**config.mk**
```make
export PLATFORM = sky130hd
export DESIGN_NAME = clft_lamp_ctrl
export DESIGN_NICKNAME = d
export VERILOG_FILES = /design/src/verilog/clft_pkg.sv /design/src/verilog/clft_lamp_if.sv /design/src/verilog/clft_fade.sv /design/src/verilog/clft_lamp_ctrl.sv
export SDC_FILE = /design/constraint.sdc
export NUM_CORES = 1
export LEC_CHECK = 0
export ABC_AREA = 0
export CORE_MARGIN = 5
export CORE_UTILIZATION = 40
export DETAILED_ROUTE_END_ITERATION = 7
export DONT_BUFFER_PORTS = 1
export SETUP_SLACK_MARGIN = 0.15
export SYNTH_ARGS = -nofsm -noshare
export SYNTH_HDL_FRONTEND = slang
export SYNTH_SLANG_ARGS = --single-unit
```
**constraint.sdc**
```tcl
create_clock -name mclk -period 3.3 [get_ports mclk]
set_input_delay 0.66 -clock mclk [delete_from_list [all_inputs] [get_ports mclk]]
set_output_delay 0.66 -clock mclk [all_outputs]
set_load 0.1 [all_outputs]
```
**src/verilog/clft_pkg.sv**
```systemverilog
/*
 * Shared constants and types of the courtesy lamp fade timer.
 * Assumes one 200 MHz clock; lamp timers and fade steps run on a 1 ms tick, the PWM on the clock.
 */
package clft_pkg;

  // ---------------------------------------------------------------
  // Clock and tick
  // ---------------------------------------------------------------
  localparam int unsigned CLK_PERIOD_NS   = 5;
  localparam int unsigned TICK_TIME_NS    = 1000000;
  localparam int unsigned TICK_CYCLES_DEF = (TICK_TIME_NS + CLK_PERIOD_NS - 1) / CLK_PERIOD_NS;

  // ---------------------------------------------------------------
  // Lamp times, in their own units, then in ticks
  // ---------------------------------------------------------------
  localparam int unsigned LONG_ON_MIN    = 20;
  localparam int unsigned SHORT_ON_S     = 30;
  localparam int unsigned INHIBIT_S      = 1;
  localparam int unsigned DOOR_QUAL_MS   = 100;
  localparam int unsigned FADE_MS        = 2000;
  localparam int unsigned LONG_ON_TICKS  = LONG_ON_MIN * 60 * 1000;
  localparam int unsigned SHORT_ON_TICKS = SHORT_ON_S * 1000;
  localparam int unsigned INHIBIT_TICKS  = INHIBIT_S * 1000;
  // One tick more than the figure, so that the door is open for over it
  localparam int unsigned DOOR_QUAL_TICKS = DOOR_QUAL_MS + 1;

  // ---------------------------------------------------------------
  // Fade, PWM and counter widths
  // ---------------------------------------------------------------
  localparam logic [7:0]  DUTY_FULL       = 8'hfa;
  localparam int unsigned FADE_STEP_TICKS = FADE_MS / 250;
  localparam int unsigned TMR_W           = 21;
  localparam int unsigned QUAL_W          = 8;
  localparam int unsigned INH_W           = 11;

  // ---------------------------------------------------------------
  // Register map (byte addresses)
  // ---------------------------------------------------------------
  localparam logic [3:0]  CTRL_OFS   = 4'h0;
  localparam logic [3:0]  STATUS_OFS = 4'h4;
  localparam logic [1:0]  CTRL_RST   = 2'h3;

  typedef enum logic [2:0] {
    LAMP_OFF,
    LAMP_ON30,
    LAMP_ON20,
    LAMP_DECAY,
    LAMP_ON_UNL
  } clft_lamp_state_t;

endpackage : clft_pkg

```
**src/verilog/clft_lamp_if.sv**
```systemverilog
/*
 * Link between a lamp state machine and its fade generator.
 * Assumes both ends share the block clock.
 */
interface clft_lamp_if;
  logic       hold_on;
  logic       fade_start;
  logic [7:0] duty;
  logic       fade_done;
  logic       lamp_drive;

  modport ctl  (output hold_on, output fade_start, input duty, input fade_done, input lamp_drive);
  modport fade (input hold_on, input fade_start, output duty, output fade_done, output lamp_drive);
endinterface : clft_lamp_if

```
**src/verilog/clft_fade.sv**
```systemverilog
/*
 * Fade generator: full drive on hold, a stepped ramp to dark on start,
 * and a PWM output from the current duty.
 * Assumes a one-cycle tick and a synchronous active-high reset.
 */
module clft_fade
  import clft_pkg::*;
#(
  parameter int unsigned STEP_TICKS = FADE_STEP_TICKS
) (
  // Clock, reset and tick
  input  wire logic mclk,
  input  wire logic sys_rst,
  input  wire logic tick,
  // Lamp link
  clft_lamp_if.fade lnk
);

  generate
    if (STEP_TICKS < 1 || STEP_TICKS > 255) begin : g_chk
      $error("clft_fade: STEP_TICKS out of range");
    end
  endgenerate

  logic [7:0] duty_reg, duty_next;
  logic [7:0] step_reg, step_next;
  logic [7:0] pwm_reg,  pwm_next;
  logic       fading_reg, fading_next;
  logic       done_reg, done_next;
  logic       drive_reg, drive_next;

  always_comb begin
    duty_next   = duty_reg;
    step_next   = step_reg;
    fading_next = fading_reg;
    done_next   = 1'b0;
    // Start wins over hold: it comes while the machine still shows an on state
    if (lnk.fade_start) begin
      duty_next   = DUTY_FULL;
      step_next   = 8'h00;
      fading_next = 1'b1;
    end else if (lnk.hold_on) begin
      duty_next   = DUTY_FULL;
      fading_next = 1'b0;
    end else if (fading_reg) begin
      if (tick) begin
        if (step_reg == 8'(STEP_TICKS - 1)) begin
          step_next = 8'h00;
          duty_next = duty_reg - 8'h01;
          if (duty_reg == 8'h01) begin
            fading_next = 1'b0;
            done_next   = 1'b1;
          end
        end else begin
          step_next = step_reg + 8'h01;
        end
      end
    end else begin
      duty_next = 8'h00;
    end
    pwm_next   = (pwm_reg == DUTY_FULL - 8'h01) ? 8'h00 : pwm_reg + 8'h01;
    drive_next = pwm_reg < duty_reg;
  end

  always_ff @(posedge mclk) begin
    if (sys_rst) begin
      duty_reg   <= 8'h00;
      step_reg   <= 8'h00;
      pwm_reg    <= 8'h00;
      fading_reg <= 1'b0;
      done_reg   <= 1'b0;
      drive_reg  <= 1'b0;
    end else begin
      duty_reg   <= duty_next;
      step_reg   <= step_next;
      pwm_reg    <= pwm_next;
      fading_reg <= fading_next;
      done_reg   <= done_next;
      drive_reg  <= drive_next;
    end
  end

  assign lnk.duty       = duty_reg;
  assign lnk.fade_done  = done_reg;
  assign lnk.lamp_drive = drive_reg;
endmodule : clft_fade

```
**src/verilog/clft_lamp_ctrl.sv**
```systemverilog
/*
 * Room and foot courtesy lamp controller with timed on states and fades,
 * reached over an Avalon-MM slave with waitrequest.
 * Assumes all inputs synchronous to mclk; unlock inputs are one-cycle pulses.
 */
// The Avalon-MM slave port and the placing of the registers were left to the implementer.
// Behaviour
// Room 20-minute on, ignition turns on: go unlimited on, no timeout.
// Room 20-minute, ignition off, all unlocked, doors all close: go 30-second on.
// Room 20-minute, ignition off: closed and locked, or timeout, starts the fade.
// Room fading, ignition off: door qualified open returns to 20-minute on.
// Room fading, ignition off, doors closed: any remote unlock gives 30-second on.
// Room fade finished: room lamp goes off, fully dark.
// Room fading: ignition on with a door open gives unlimited on.
// Room unlimited on: all doors closing starts the fade.
// Room unlimited on: ignition off gives 20-minute on.
// Room unlimited on: doors closed with ignition off gives 30-second on, timer cleared.
// Foot off, ignition off: door qualified open gives 20-minute on.
// Foot off, ignition off, closed: keyless or smart key unlock gives 30-second on.
// Foot off: ignition on with door open or park gives unlimited on.
// Foot 30-second, ignition off: door qualified open gives 20-minute on.
// Foot 30-second, ignition off: keyless or smart key unlock restarts the timer.
// Foot 30-second: ignition on out of park after inhibit, timeout, alarm or lock fades.
// All doors count as locked only when all four knob-unlocked flags are zero.
// Room off, ignition off: door qualified open gives 20-minute on.
// Room 30-second: ignition on, timeout, alarm armed or all locked starts the fade.
// A door counts as opened only after staying open past the qualification time.
// The fade lowers duty steadily to zero, then signals completion.
module clft_lamp_ctrl
  import clft_pkg::*;
#(
  parameter int unsigned TICK_CYCLES = TICK_CYCLES_DEF,
  parameter int unsigned LONG_TICKS  = LONG_ON_TICKS,
  parameter int unsigned SHORT_TICKS = SHORT_ON_TICKS,
  parameter int unsigned INH_TICKS   = INHIBIT_TICKS,
  parameter int unsigned QUAL_TICKS  = DOOR_QUAL_TICKS,
  parameter int unsigned STEP_TICKS  = FADE_STEP_TICKS
) (
  // Clock and reset
  input  wire logic        mclk,
  input  wire logic        sys_rst,
  // Vehicle inputs
  input  wire logic        ignition_run_input,
  input  wire logic        any_door_open,
  input  wire logic [3:0]  door_knob_unlocked_flag,
  input  wire logic        remote_keyless_unlock,
  input  wire logic        telematics_unlock_source,
  input  wire logic        smart_key_unlock,
  input  wire logic        smart_key_variant,
  input  wire logic        park_position,
  input  wire logic        alarm_armed_flag,
  // Lamp outputs
  output logic             room_lamp_drive,
  output logic             foot_lamp_drive,
  // Avalon-MM slave
  input  wire logic [3:0]  avs_address,
  input  wire logic        avs_read,
  input  wire logic        avs_write,
  input  wire logic [31:0] avs_writedata,
  input  wire logic [3:0]  avs_byteenable,
  output logic [31:0]      avs_readdata,
  output logic             avs_waitrequest
);

  localparam int unsigned TICK_W = $clog2(TICK_CYCLES + 1);

  generate
    if (TICK_CYCLES < 1 || LONG_TICKS >= (1 << TMR_W) || SHORT_TICKS >= (1 << TMR_W) ||
        INH_TICKS >= (1 << INH_W) || QUAL_TICKS >= (1 << QUAL_W) || QUAL_TICKS < 1) begin : g_chk
      $error("clft_lamp_ctrl: timing parameter out of range");
    end
  endgenerate

  // ---------------------------------------------------------------
  // Millisecond tick, door qualification, park-release inhibit
  // ---------------------------------------------------------------
  logic [TICK_W-1:0] tick_cnt_reg, tick_cnt_next;
  logic              tick_reg, tick_next;
  logic [QUAL_W-1:0] qual_reg, qual_next;
  logic              door_q_reg, door_q_next;
  logic              door_qd_reg, door_qd_next;
  logic [INH_W-1:0]  inh_reg, inh_next;
  logic              door_rise;
  logic              inhib_done;
  logic              all_locked;
  logic              all_unlocked;
  logic              unl_key;
  logic              unl_any;

  always_comb begin
    tick_next     = tick_cnt_reg == TICK_W'(TICK_CYCLES - 1);
    tick_cnt_next = tick_next ? '0 : tick_cnt_reg + TICK_W'(1);
    qual_next     = qual_reg;
    // A short opening is forgotten at once; only a continuous opening counts
    if (!any_door_open) begin
      qual_next = '0;
    end else if (tick_reg && qual_reg != QUAL_W'(QUAL_TICKS)) begin
      qual_next = qual_reg + QUAL_W'(1);
    end
    door_q_next  = any_door_open && (qual_reg == QUAL_W'(QUAL_TICKS));
    door_qd_next = door_q_reg;
    inh_next     = inh_reg;
    if (!ignition_run_input) begin
      inh_next = '0;
    end else if (tick_reg && inh_reg != INH_W'(INH_TICKS)) begin
      inh_next = inh_reg + INH_W'(1);
    end
  end

  always_ff @(posedge mclk) begin
    if (sys_rst) begin
      tick_cnt_reg <= '0;
      tick_reg     <= 1'b0;
      qual_reg     <= '0;
      door_q_reg   <= 1'b0;
      door_qd_reg  <= 1'b0;
      inh_reg      <= '0;
    end else begin
      tick_cnt_reg <= tick_cnt_next;
      tick_reg     <= tick_next;
      qual_reg     <= qual_next;
      door_q_reg   <= door_q_next;
      door_qd_reg  <= door_qd_next;
      inh_reg      <= inh_next;
    end
  end

  assign door_rise    = door_q_reg && !door_qd_reg;
  assign inhib_done   = inh_reg == INH_W'(INH_TICKS);
  assign all_locked   = door_knob_unlocked_flag == 4'h0;
  assign all_unlocked = door_knob_unlocked_flag == 4'hf;
  assign unl_key      = remote_keyless_unlock || (smart_key_variant && smart_key_unlock);
  assign unl_any      = unl_key || telematics_unlock_source;

  // ---------------------------------------------------------------
  // Lamp state machines (index 0 room, 1 foot)
  // ---------------------------------------------------------------
  function automatic clft_lamp_state_t lamp_next(input clft_lamp_state_t cur, input logic foot,
                                                 input logic expired, input logic done);
    logic ign;
    logic open;
    logic park;
    ign  = ignition_run_input;
    open = any_door_open;
    park = foot && park_position;
    lamp_next = cur;
    unique case (cur)
      LAMP_OFF: begin
        if (ign && (open || park)) lamp_next = LAMP_ON_UNL;
        else if (!ign && door_rise) lamp_next = LAMP_ON20;
        else if (!ign && !open && unl_key) lamp_next = LAMP_ON30;
      end
      LAMP_ON30: begin
        if (!ign && door_q_reg) lamp_next = LAMP_ON20;
        else if (!ign && unl_key) lamp_next = LAMP_ON30;
        else if (ign && park && inhib_done) lamp_next = LAMP_ON_UNL;
        else if ((ign && (!foot || (!park && inhib_done))) || expired || alarm_armed_flag || all_locked)
          lamp_next = LAMP_DECAY;
      end
      LAMP_ON20: begin
        if (ign) lamp_next = LAMP_ON_UNL;
        else if (!open && all_unlocked) lamp_next = LAMP_ON30;
        else if ((!open && all_locked) || expired) lamp_next = LAMP_DECAY;
      end
      LAMP_DECAY: begin
        if (ign && (open || park)) lamp_next = LAMP_ON_UNL;
        else if (done) lamp_next = LAMP_OFF;
        else if (!ign && door_rise) lamp_next = LAMP_ON20;
        else if (!ign && !open && unl_any) lamp_next = LAMP_ON30;
      end
      LAMP_ON_UNL: begin
        if (!open && !ign) lamp_next = LAMP_ON30;
        else if (!open && !park) lamp_next = LAMP_DECAY;
        else if (!ign) lamp_next = LAMP_ON20;
      end
      default: lamp_next = LAMP_OFF;
    endcase
  endfunction

  logic [1:0]        ctrl_reg, ctrl_next;
  clft_lamp_state_t  st_reg  [2];
  clft_lamp_state_t  st_next [2];
  logic [TMR_W-1:0]  tmr_reg [2];
  logic [TMR_W-1:0]  tmr_next[2];
  logic [1:0]        expired;
  logic [1:0]        restart;
  logic [1:0]        drive;
  logic [7:0]        duty  [2];

  clft_lamp_if lamp_lnk[2] ();

  for (genvar i = 0; i < 2; i++) begin : g_lamp
    logic [TMR_W-1:0] limit;

    assign limit      = (st_reg[i] == LAMP_ON20) ? TMR_W'(LONG_TICKS) : TMR_W'(SHORT_TICKS);
    assign expired[i] = ((st_reg[i] == LAMP_ON20) || (st_reg[i] == LAMP_ON30)) && (tmr_reg[i] >= limit);

    always_comb begin
      st_next[i]  = ctrl_reg[i] ? lamp_next(st_reg[i], i == 1, expired[i], lamp_lnk[i].fade_done) : LAMP_OFF;
      restart[i]  = (st_reg[i] == LAMP_ON30) && !ignition_run_input && unl_key && !door_q_reg;
      tmr_next[i] = tmr_reg[i];
      // Any change of state starts the new state's timer from zero
      if (st_next[i] != st_reg[i] || restart[i]) begin
        tmr_next[i] = '0;
      end else if (tick_reg && !expired[i]) begin
        tmr_next[i] = tmr_reg[i] + TMR_W'(1);
      end
    end

    always_ff @(posedge mclk) begin
      if (sys_rst) begin
        st_reg[i]  <= LAMP_OFF;
        tmr_reg[i] <= '0;
      end else begin
        st_reg[i]  <= st_next[i];
        tmr_reg[i] <= tmr_next[i];
      end
    end

    assign lamp_lnk[i].fade_start = (st_next[i] == LAMP_DECAY) && (st_reg[i] != LAMP_DECAY);
    assign lamp_lnk[i].hold_on    = (st_reg[i] == LAMP_ON20) || (st_reg[i] == LAMP_ON30) ||
                                    (st_reg[i] == LAMP_ON_UNL);
    assign drive[i]               = lamp_lnk[i].lamp_drive;
    assign duty[i]                = lamp_lnk[i].duty;

    clft_fade #(.STEP_TICKS(STEP_TICKS)) u_fade (
      .mclk    (mclk),
      .sys_rst (sys_rst),
      .tick    (tick_reg),
      .lnk     (lamp_lnk[i])
    );
  end

  assign room_lamp_drive = drive[0];
  assign foot_lamp_drive = drive[1];

  // ---------------------------------------------------------------
  // Avalon-MM slave: one wait state on every access
  // ---------------------------------------------------------------
  logic        ack_reg, ack_next;
  logic [31:0] rdata_reg, rdata_next;

  always_comb begin
    ack_next   = (avs_read || avs_write) && !ack_reg;
    rdata_next = rdata_reg;
    ctrl_next  = ctrl_reg;
    if (avs_read && !ack_reg) begin
      unique case (avs_address)
        CTRL_OFS:   rdata_next = {30'h0, ctrl_reg};
        STATUS_OFS: rdata_next = {5'h0, all_locked, inhib_done, door_q_reg, duty[1], duty[0],
                                  1'b0, st_reg[1], 1'b0, st_reg[0]};
        default:    rdata_next = 32'h0;
      endcase
    end
    if (avs_write && ack_reg && avs_address == CTRL_OFS && avs_byteenable[0]) begin
      ctrl_next = avs_writedata[1:0];
    end
  end

  always_ff @(posedge mclk) begin
    if (sys_rst) begin
      ack_reg   <= 1'b0;
      rdata_reg <= 32'h0;
      ctrl_reg  <= CTRL_RST;
    end else begin
      ack_reg   <= ack_next;
      rdata_reg <= rdata_next;
      ctrl_reg  <= ctrl_next;
    end
  end

  assign avs_waitrequest = (avs_read || avs_write) && !ack_reg;
  assign avs_readdata    = rdata_reg;
endmodule : clft_lamp_ctrl

```
# After elaboration in Yosys (flattened, before gate mapping)
# Memory sizes are Yosys's and may differ from the RTL's.
# Index checks and enable logic that the tools add are counted.
[word_totals]
out_inout_bits = 35
wordCells = 245
in_bits = 56
latchBits = 0
n_memories = 2
ram_bits = 48
mem_bits_ro = 0
regBits = 129
[memory_table]
columns = ["name", "depth", "word_bits", "read_ports", "rd_ports_with_merged_regs", "write_ports", "line_no", "text"]
rows = [
  ["tmr_reg", 2, 21, 2, 0, 2, "clft_lamp_ctrl.sv:183", "logic [TMR_W-1:0] tmr_reg [2];"],
  ["st_reg", 2, 3, 2, 0, 2, "clft_lamp_ctrl.sv:181", "clft_lamp_state_t st_reg [2];"],
]
[classes]
n_eq_ne = 31
addsub = 11
n_mux = 77
bitwise_logic = 13
magnitude_cmp = 4
n_mul = 0
div = 0
shift = 0
reduce_logical = 84
[op_table]
columns = ["op", "count"]
rows = [
  ["21-bit two-way mux", 8],
  ["3-bit two-way mux", 37],
  ["8-bit two-way mux", 12],
  ["27-bit case mux with 2 select lines", 1],
  ["21-bit by 1-bit adder with 21-bit output, second input constant", 2],
  ["21-bit >= comparator", 2],
  ["8-bit by 1-bit adder with 8-bit output, second input constant", 5],
  ["1-bit logical AND", 37],
  ["3-bit case mux with 5 select lines", 2],
  ["18-bit by 1-bit adder with 18-bit output, second input constant", 1],
  ["18-bit equality test, second input constant", 1],
  ["3-bit by 2-bit equality test with 1-bit output, second input constant", 6],
  ["1-bit logical OR", 18],
  ["1-bit two-way mux", 17],
  ["8-bit by 1-bit equality test with 1-bit output, second input constant", 2],
  ["8-bit by 3-bit equality test with 1-bit output, second input constant", 2],
  ["8-bit equality test, second input constant", 2],
  ["8-bit less-than comparator", 2],
  ["4-bit by 2-bit != test with 1-bit output, second input constant", 4],
  ["8-bit by 1-bit subtractor with 8-bit output, second input constant", 2],
  ["2-bit OR reduction", 7],
  ["6-bit OR reduction", 2],
  ["11-bit by 1-bit adder with 11-bit output, second input constant", 1],
  ["11-bit by 10-bit equality test with 1-bit output, second input constant", 1],
  ["other kinds (17)", 46],
]

# Longest topological paths before layout
# Gate-level depths: netlist (run 1).
# An unclocked memory read counts as a cell.
[logic_depth]
word_depth = 18
depth_mapped = 13
ltp_nobuf = 11

# By module
# From an unflattened synthesis (run 1), not the netlist that was laid out.
[hier_totals]
cells_unflattened = 1087
area_unflattened_um2 = 9356.5
[modules_own_cells]
columns = ["mod", "seq_area_each_um2", "area_each_um2", "n_inst", "cells_each"]
rows = [
  ["clft_lamp_ctrl", 2322.2, 6403.6, 1, 753],
  ["clft_fade", 540.5, 1476.4, 2, 167],
]

# Least setup slack after synthesis (run 1)
# Ideal clock, no wire load.
[synth_timing]
path_type = "reg2reg"
start = "memory st_reg[1][1] in the netlist's numbering"
end = "memory tmr_reg[1][20]"
arrival_time_ns = 3.089
slack_ns = 0.148
required_ns = 3.238
path_stages_with_launch = 13
setup_ns = 0.062
path_buffers = 2
period_less_slack_ns = 3.152
path_cell_list = "dfxtp_1 -> buf_2 -> or3b_2 -> inv_1 -> ha_1 -> nor2b_1 -> o31a_1 -> o311ai_1 -> nand4b_1 -> and3_1 -> a2111o_1 -> buf_6 -> nor2_2"
[synth_lines]
columns = ["element", "line_no"]
rows = [
  ["from (decl)", "clft_lamp_ctrl.sv:181"],
  ["to (decl)", "clft_lamp_ctrl.sv:183"],
]

==> impl_metrics.toml, run 1 <==
[run_status]
status = "complete, no violations"

[clocking]
cts.sinks = 170
clockRootBuffer = "clkbuf_16"
insertion_delay_ps = 430
cts.path.max_buffers = 2
numCtsBuffers = 17
clk_pin_slew_worst_paths_ps = 70
cts_tree = "yes"
htree_levels = 4
cts_hold_buf = 0

[job]
cap_violations = 0

[timing]
slew_headroom_pct = 30.85
fin_hold_ws_ps = 298.6
period_needed_ps = 3002
fmax_ghz = 0.3331
min_period_over_period_pct = 90.96
worstMarginPinSlew_ps = 1036
hold_viol = 0
setup_slack_ps = 298.3
drv_slew = 0
fin_skew_ps = 14.13
setup_violations = 0
fin_setup_tns_ps = 0
grt_setup_unrepaired = "true"

[die]
core_sq_um = 21890
ios = 91
row_count = 54
die_area_sq_um = 25330
die_width_um = 159.2
start_util_pct = 40.65
die_y_um = 159.2

[synth]
syn_area_per_cell_sq_um = 8.532
ys_warn_count = 0
ys.flop_type = "dfxtp_1"
synth_edf_count = 0
syn-instance-count = 1043
synth.distinct_cells = 70
async_reset_ff_share_pct = 0
synth_top_area_share_pct = 38.25
ys_seq_area_share_pct = 38.25
synth_area_leaders = "dfxtp_1 (38%), ha_1 (7.2%), xnor2_1 (5.4%), xor2_1 (4.9%), nor2_1 (4.5%)"
syn_area_sq_um = 8899
synth_seq_cells = 170
synth_top_cell_by_area = "dfxtp_1"

[setup_path]
crit_required_ps = 3600
cp.arrival_ps = 3300
crit_fanout = 7
worst_setup_path_end_kind = "register"
critical_path_class = "register to register"
start_kind = "register"

[hold_path]
min_path_type = "input port to register"

[routing]
drt_iter0_markers = 467
final_antenna_net_count = 0
wire_per_inst_um = 14.76
wl_met1_um = 9665
drcViolationCount = 0
met3_length_um = 1225
vias_per_cell = 5.397
highest_layer = "met4"
first_pass_iters = 4
wirelength_um = 19760
met2RoutedLength_um = 8685
dr_total_vias = 7221

[global_routing]
grt_overflow = 0
grt_pass1_vias = 6785
antenna_found_initial = 0
grt_max_degree = 70
grt_pass1_wl_um = 33260
grt_usage_pct = 15.29

[power_and_ir_drop]
vdd_drop_max_mv = 0.4148
p_per_area_nw_per_um2 = 471.1
p_leak_nw = 3.525

[placed_design]
pre_cts_ws_ps = 85.35
placed_area_sq_um = 9225
routabilityCongestion = 0.8397
dp_hpwl_um = 13520
io_buffers = 0

[final_layout]
finalCoreUtilization_pct = 45.22
largest_reg_flops = 42
final_cell_area_sq_um = 9899
syn2layout_area_growth_pct = 11.25
final_cell_mix = "dfxtp_1 (170), nor2_1 (106), nand2_1 (87)"
final_common_cell = "dfxtp_1"
drive_above_1_share_pct = 10.12
final_nets = 1151
metal layers:
layer  track usage, %  up-vias
met5                0        -
met1            20.71     3381
met3            4.841       14
li1                 -     3690
met2            23.66      136
met4            4.071        0
what timing repair did:
| action | in CTS | in global routing |
|---|---|---|
| pin swaps | 1 | 5 |
| setup endpoints to repair | 50 | 59 |
| setup buffers | 1 | 2 |
| resized for setup | 1 | 16 |
path summary, 6_finish.rpt:
check / to / slack, ps / cells after the start / start
setup / recovery: tmr_reg[0][7] / 300 / 12 / st_reg[0][2]
hold / removal: g_lamp[0].u_fade.lnk.duty[3] / 300 / 1 / sys_rst
hold reg to reg: tick_cnt_reg[0] / 460 / 1 / tick_cnt_reg[0]
setup reg to reg: tmr_reg[0][7] / 300 / 12 / st_reg[0][2]
worst max-delay path, stage by stage, from the launching register on:
cell       delay [ps]
dfxtp_1           310
nand2b_1          140
nor2_1            180
inv_2             130
ha_1              330
nor4bb_2          200
a221oi_2          380
o211ai_4          190
a2111oi_4         440
buf_4             200
and4_1            200
xnor2_1           110
nor3_1             50
metrics by stage:
stage               power, mW  cells
floorplan               2.661   1049
global placement        2.756   1302
detailed placement      2.760   1302
CTS                     4.713   1335
global route            4.861   1337
finish                  4.664   1338
final cells by class:
cell class / instances / area (sq um)
flip-flops and latches: 170 / 3403
multi-input cells: 790 / 5226
clock buffers: 18 / 429.2
inverters: 41 / 156.4
repair buffers: 24 / 192.7
clock inverters: 14 / 138.9
fillers: 2174 / 11990
diodes: 1 / 2.502
well taps: 280 / 350.3
power breakdown:
group          switching (mW)  internal (mW)  leakage [nW]  total, mW
registers               0.101           2.10          1.37       2.20
logic                   0.342          0.189          1.88      0.530
clock network           0.878           1.06         0.270       1.94
total                    1.32           3.34          3.53       4.66
cells in the mapped netlist (3+ instances only):
master,n
a2111oi_0,3
a211o_1,3
a211oi_1,4
a21o_1,11
a21oi_1,38
a22oi_1,23
a311oi_1,3
a31oi_1,7
a32oi_1,5
and2_1,3
and3_1,23
and4_1,3
buf_1,3
buf_2,10
buf_4,7
clkbuf_1,26
dfxtp_1,170
ha_1,51
inv_1,39
mux2i_1,9
nand2_1,87
nand2b_1,9
nand3_1,40
nand3b_1,3
nand4_1,31
nor2_1,107
nor2_2,20
nor2b_1,10
nor3_1,62
nor3b_1,7
nor4_1,20
nor4b_1,5
nor4bb_1,3
o21a_1,6
o21ai_0,20
o31ai_1,4
or2_2,5
or3_1,17
or4_1,3
xnor2_1,55
xor2_1,50
logic make-up (layout without fill, tap and decap cells):
kind of cell               count (synthesis)  in the layout  synth area share (%)
xor gates and xnor gates                 105            105                 10.33
other                                      1              8               0.04214
AOI/OAI and AO/OA                        151            151                 12.15
buffers and inverters                     89             97                 4.359
muxes                                      9              9                 1.012
and+or+nand+nor                          467            467                 26.69
DFF                                      170            170                 38.25
adders and majority gates                 51             51                 7.171
(Power assumes the default switching activity.)
==> inputs of run 2 (changes only) <==
--- a/config.mk
+++ b/config.mk
@@ -13,4 +13,5 @@
 export SETUP_SLACK_MARGIN = 0.15
 export SYNTH_ARGS = -nofsm -noshare
 export SYNTH_HDL_FRONTEND = slang
+export SYNTH_HIERARCHICAL = 1
 export SYNTH_SLANG_ARGS = --single-unit
==> run 2 against run 1 <==
  * Die area increased by 4.8%
  * Register-to-register slack gained 30 ps
  * Critical endpoint is now g_lamp[1].u_fade/step_reg[7]
  * Non-clock buffer count increased by 2
  * Largest power group unchanged
  * Worst setup slack better by 25 ps
==> impl_metrics.toml, run 2 <==
[die]
start_util_pct = 40.22
die_y_um = 162.9
die_area_sq_um = 26550
die_width_um = 162.9
row_count = 56
ios = 91
core_sq_um = 23260

[placed_design]
io_buffers = 0
pre_cts_ws_ps = -17.94
dp_hpwl_um = 14540
routabilityCongestion = 0.8137
placed_area_sq_um = 9712

[setup_path]
start_kind = "register"
crit_fanout = 7
critical_path_class = "register to register"
cp.arrival_ps = 3340
r2r_cells = 14
crit_required_ps = 3670
worst_setup_path_end_kind = "register"
reg2reg_to = "g_lamp[1].u_fade/step_reg[7]"
reg2reg_slack_ps = 320
r2r-start = "st_reg[1][2]"

[final_layout]
final_cell_area_sq_um = 10370
syn2layout_area_growth_pct = 10.79
final_cell_mix = "dfxtp_1 (169), nor2_1 (151), xnor2_1 (67)"
diodes = 0
final_common_cell = "dfxtp_1"
largest_reg_flops = 42
final_nets = 1192
drive_above_1_share_pct = 11.38
finalCoreUtilization_pct = 44.56

[hold_path]
min_path_cells = 1
whs_endpoint = "tick_cnt_reg[4]"
hold_start = "sys_rst"
min_path_type = "input port to register"

[routing]
final_antenna_net_count = 0
first_pass_iters = 5
vias_per_cell = 5.255
drcViolationCount = 0
wirelength_um = 20600
wire_per_inst_um = 14.54
drt_iter0_markers = 414
dr_total_vias = 7446

[synth]
synth_seq_cells = 170
ys_seq_area_share_pct = 36.37
synth.distinct_cells = 85
netlist_top_cells_count = "dfxtp_1 (170), nor2_1 (155), xnor2_1 (67)"
syn-instance-count = 1087
synth_top_area_share_pct = 36.37
syn_area_per_cell_sq_um = 8.608
synth.most_common_cell = "dfxtp_1"
ys_warn_count = 6
syn_area_sq_um = 9356
synth_edf_count = 0
async_reset_ff_share_pct = 0
synth_top_cell_by_area = "dfxtp_1"
synth_area_leaders = "dfxtp_1 (36%), ha_1 (6.8%), xnor2_1 (6.3%), nor2_1 (6.2%), xor2_1 (2.9%)"
ys.flop_type = "dfxtp_1"

[job]
cap_violations = 0

[timing]
drv_slew = 0
min_period_over_period_pct = 90.20
slew_headroom_pct = 27.50
grt_setup_unrepaired = "false"
worstMarginPinSlew_ps = 1086
setup_violations = 0
fin_skew_ps = 8.488
setup_slack_ps = 323.5
fmax_ghz = 0.3360
period_needed_ps = 2977
hold_viol = 0

[power_and_ir_drop]
switching_share_pct = 29.58
clkPwrFrac_pct = 41.8
p_leak_nw = 3.551
p_int_mw = 3.400
finalPower_mw = 4.828
p_per_area_nw_per_um2 = 465.7
power_frac_seq_pct = 46.0
p_switching_mw = 1.428
p_comb_share_pct = 12.2
vdd_drop_max_mv = 0.2944

[clocking]
htree_levels = 4
clk_pin_slew_worst_paths_ps = 70
cts.path.max_buffers = 2
clockRootBuffer = "clkbuf_16"
cts_hold_buf = 0
insertion_delay_ps = 430
numCtsBuffers = 17
cts.sinks = 170
cts_tree = "yes"

[global_routing]
grt_pass1_vias = 7087
grt_usage_pct = 15.91
grt_overflow = 0
grt_max_degree = 59
antenna_found_initial = 0
grt_pass1_wl_um = 34930

[run_status]
status = "complete, no violations"
[run 2: cell count changes after synthesis, moves of 11 or more]
cell and delta:
xnor2_1 +12, nor2_1 +48, nand2_1 -21, nand2b_1 +11, xor2_1 -19, nor3_2 +21
nor2_2 -20, nor3_1 -22
[run 2: cell families after synthesis]
logic type                 share of synthesized area [%]
DFF                                                36.37
and+or+nand+nor                                    29.49
other                                            0.04008
AOI/OAI and AO/OA                                  12.06
buffers and inverters                              5.269
adders and majority gates                          6.820
xor gates and xnor gates                           9.174
muxes                                             0.7756
[run 2: power groups by stage]
stage / Combinational [mW] / Sequential (mW) / Clock [mW]
6_report: 0.588 / 2.22 / 2.02
5_1_grt: 0.659 / 2.23 / 2.18
4_1_cts: 0.586 / 2.22 / 2.08
3_5_place_dp: 0.581 / 2.27 / 0
3_3_place_gp: 0.573 / 2.27 / 0
2_1_floorplan: 0.469 / 2.25 / 0
[run 2: stage by stage]
stage / setup TNS, ps / std cells / hold slack, ps
after detailed placement: -32.67 / 1384 / 453.8
after global routing: 0 / 1417 / 274.5
final: 0 / 1417 / 299.0
after global placement: 0 / 1384 / 443.7
after floorplan: 0 / 1093 / 426.0
after CTS: 0 / 1416 / 278.0
[run 2: what timing repair did]
| action | in CTS | in global routing |
|---|---|---|
| setup buffers | 0 | 1 |
| pin swaps | 0 | 3 |
| gates resized for setup | 4 | 12 |
| setup endpoints to repair | 20 | 32 |
[run 2: how the worst max path moves through the flow]
stage | endpoint | startpoint | slack [ps]
6_report | g_lamp[1].u_fade/step_reg[7] | st_reg[1][2] | 320
5_1_grt | g_lamp[0].u_fade/lnk.fade_done | st_reg[0][2] | 170
4_1_cts | g_lamp[1].u_fade/step_reg[1] | st_reg[1][2] | 180
3_5_place_dp | g_lamp[0].u_fade/lnk.duty[1] | st_reg[0][2] | -20
3_3_place_gp | g_lamp[0].u_fade/lnk.duty[1] | st_reg[0][2] | 50
2_1_floorplan | g_lamp[1].u_fade/step_reg[1] | st_reg[1][1] | 150
[run 2: worst max-delay path, stage by stage, from the launching register on]
cell,delay (ps)
dfxtp_2,330
nand2b_4,130
nor2_2,40
buf_4,150
ha_1,190
a211o_1,290
a221o_1,350
a21oi_2,170
o21ai_2,90
a211o_1,300
nand2_1,90
nor3_1,70
buf_4,160
or3_4,410
nor2_1,120
[run 2: per-layer routing]
metal	wire length (um)	vias up	GRT usage [%]	share of wire, %
met2	9534	108	25.75	46
met1	9726	3484	20.90	47
li1	-	3839	-	-
met3	1136	15	4.885	5.5
met4	200	0	3.698	0.97
met5	0	-	0	0
[run 2: area by class of cell]
type,count,area [sq um]
fill,2379,12900
inverter,49,183.9
clock buffer,17,425.4
multi-input combinational,821,5557
clock inverter,15,176.4
timing repair buffer,26,220.2
sequential,170,3405
tap,319,399.1
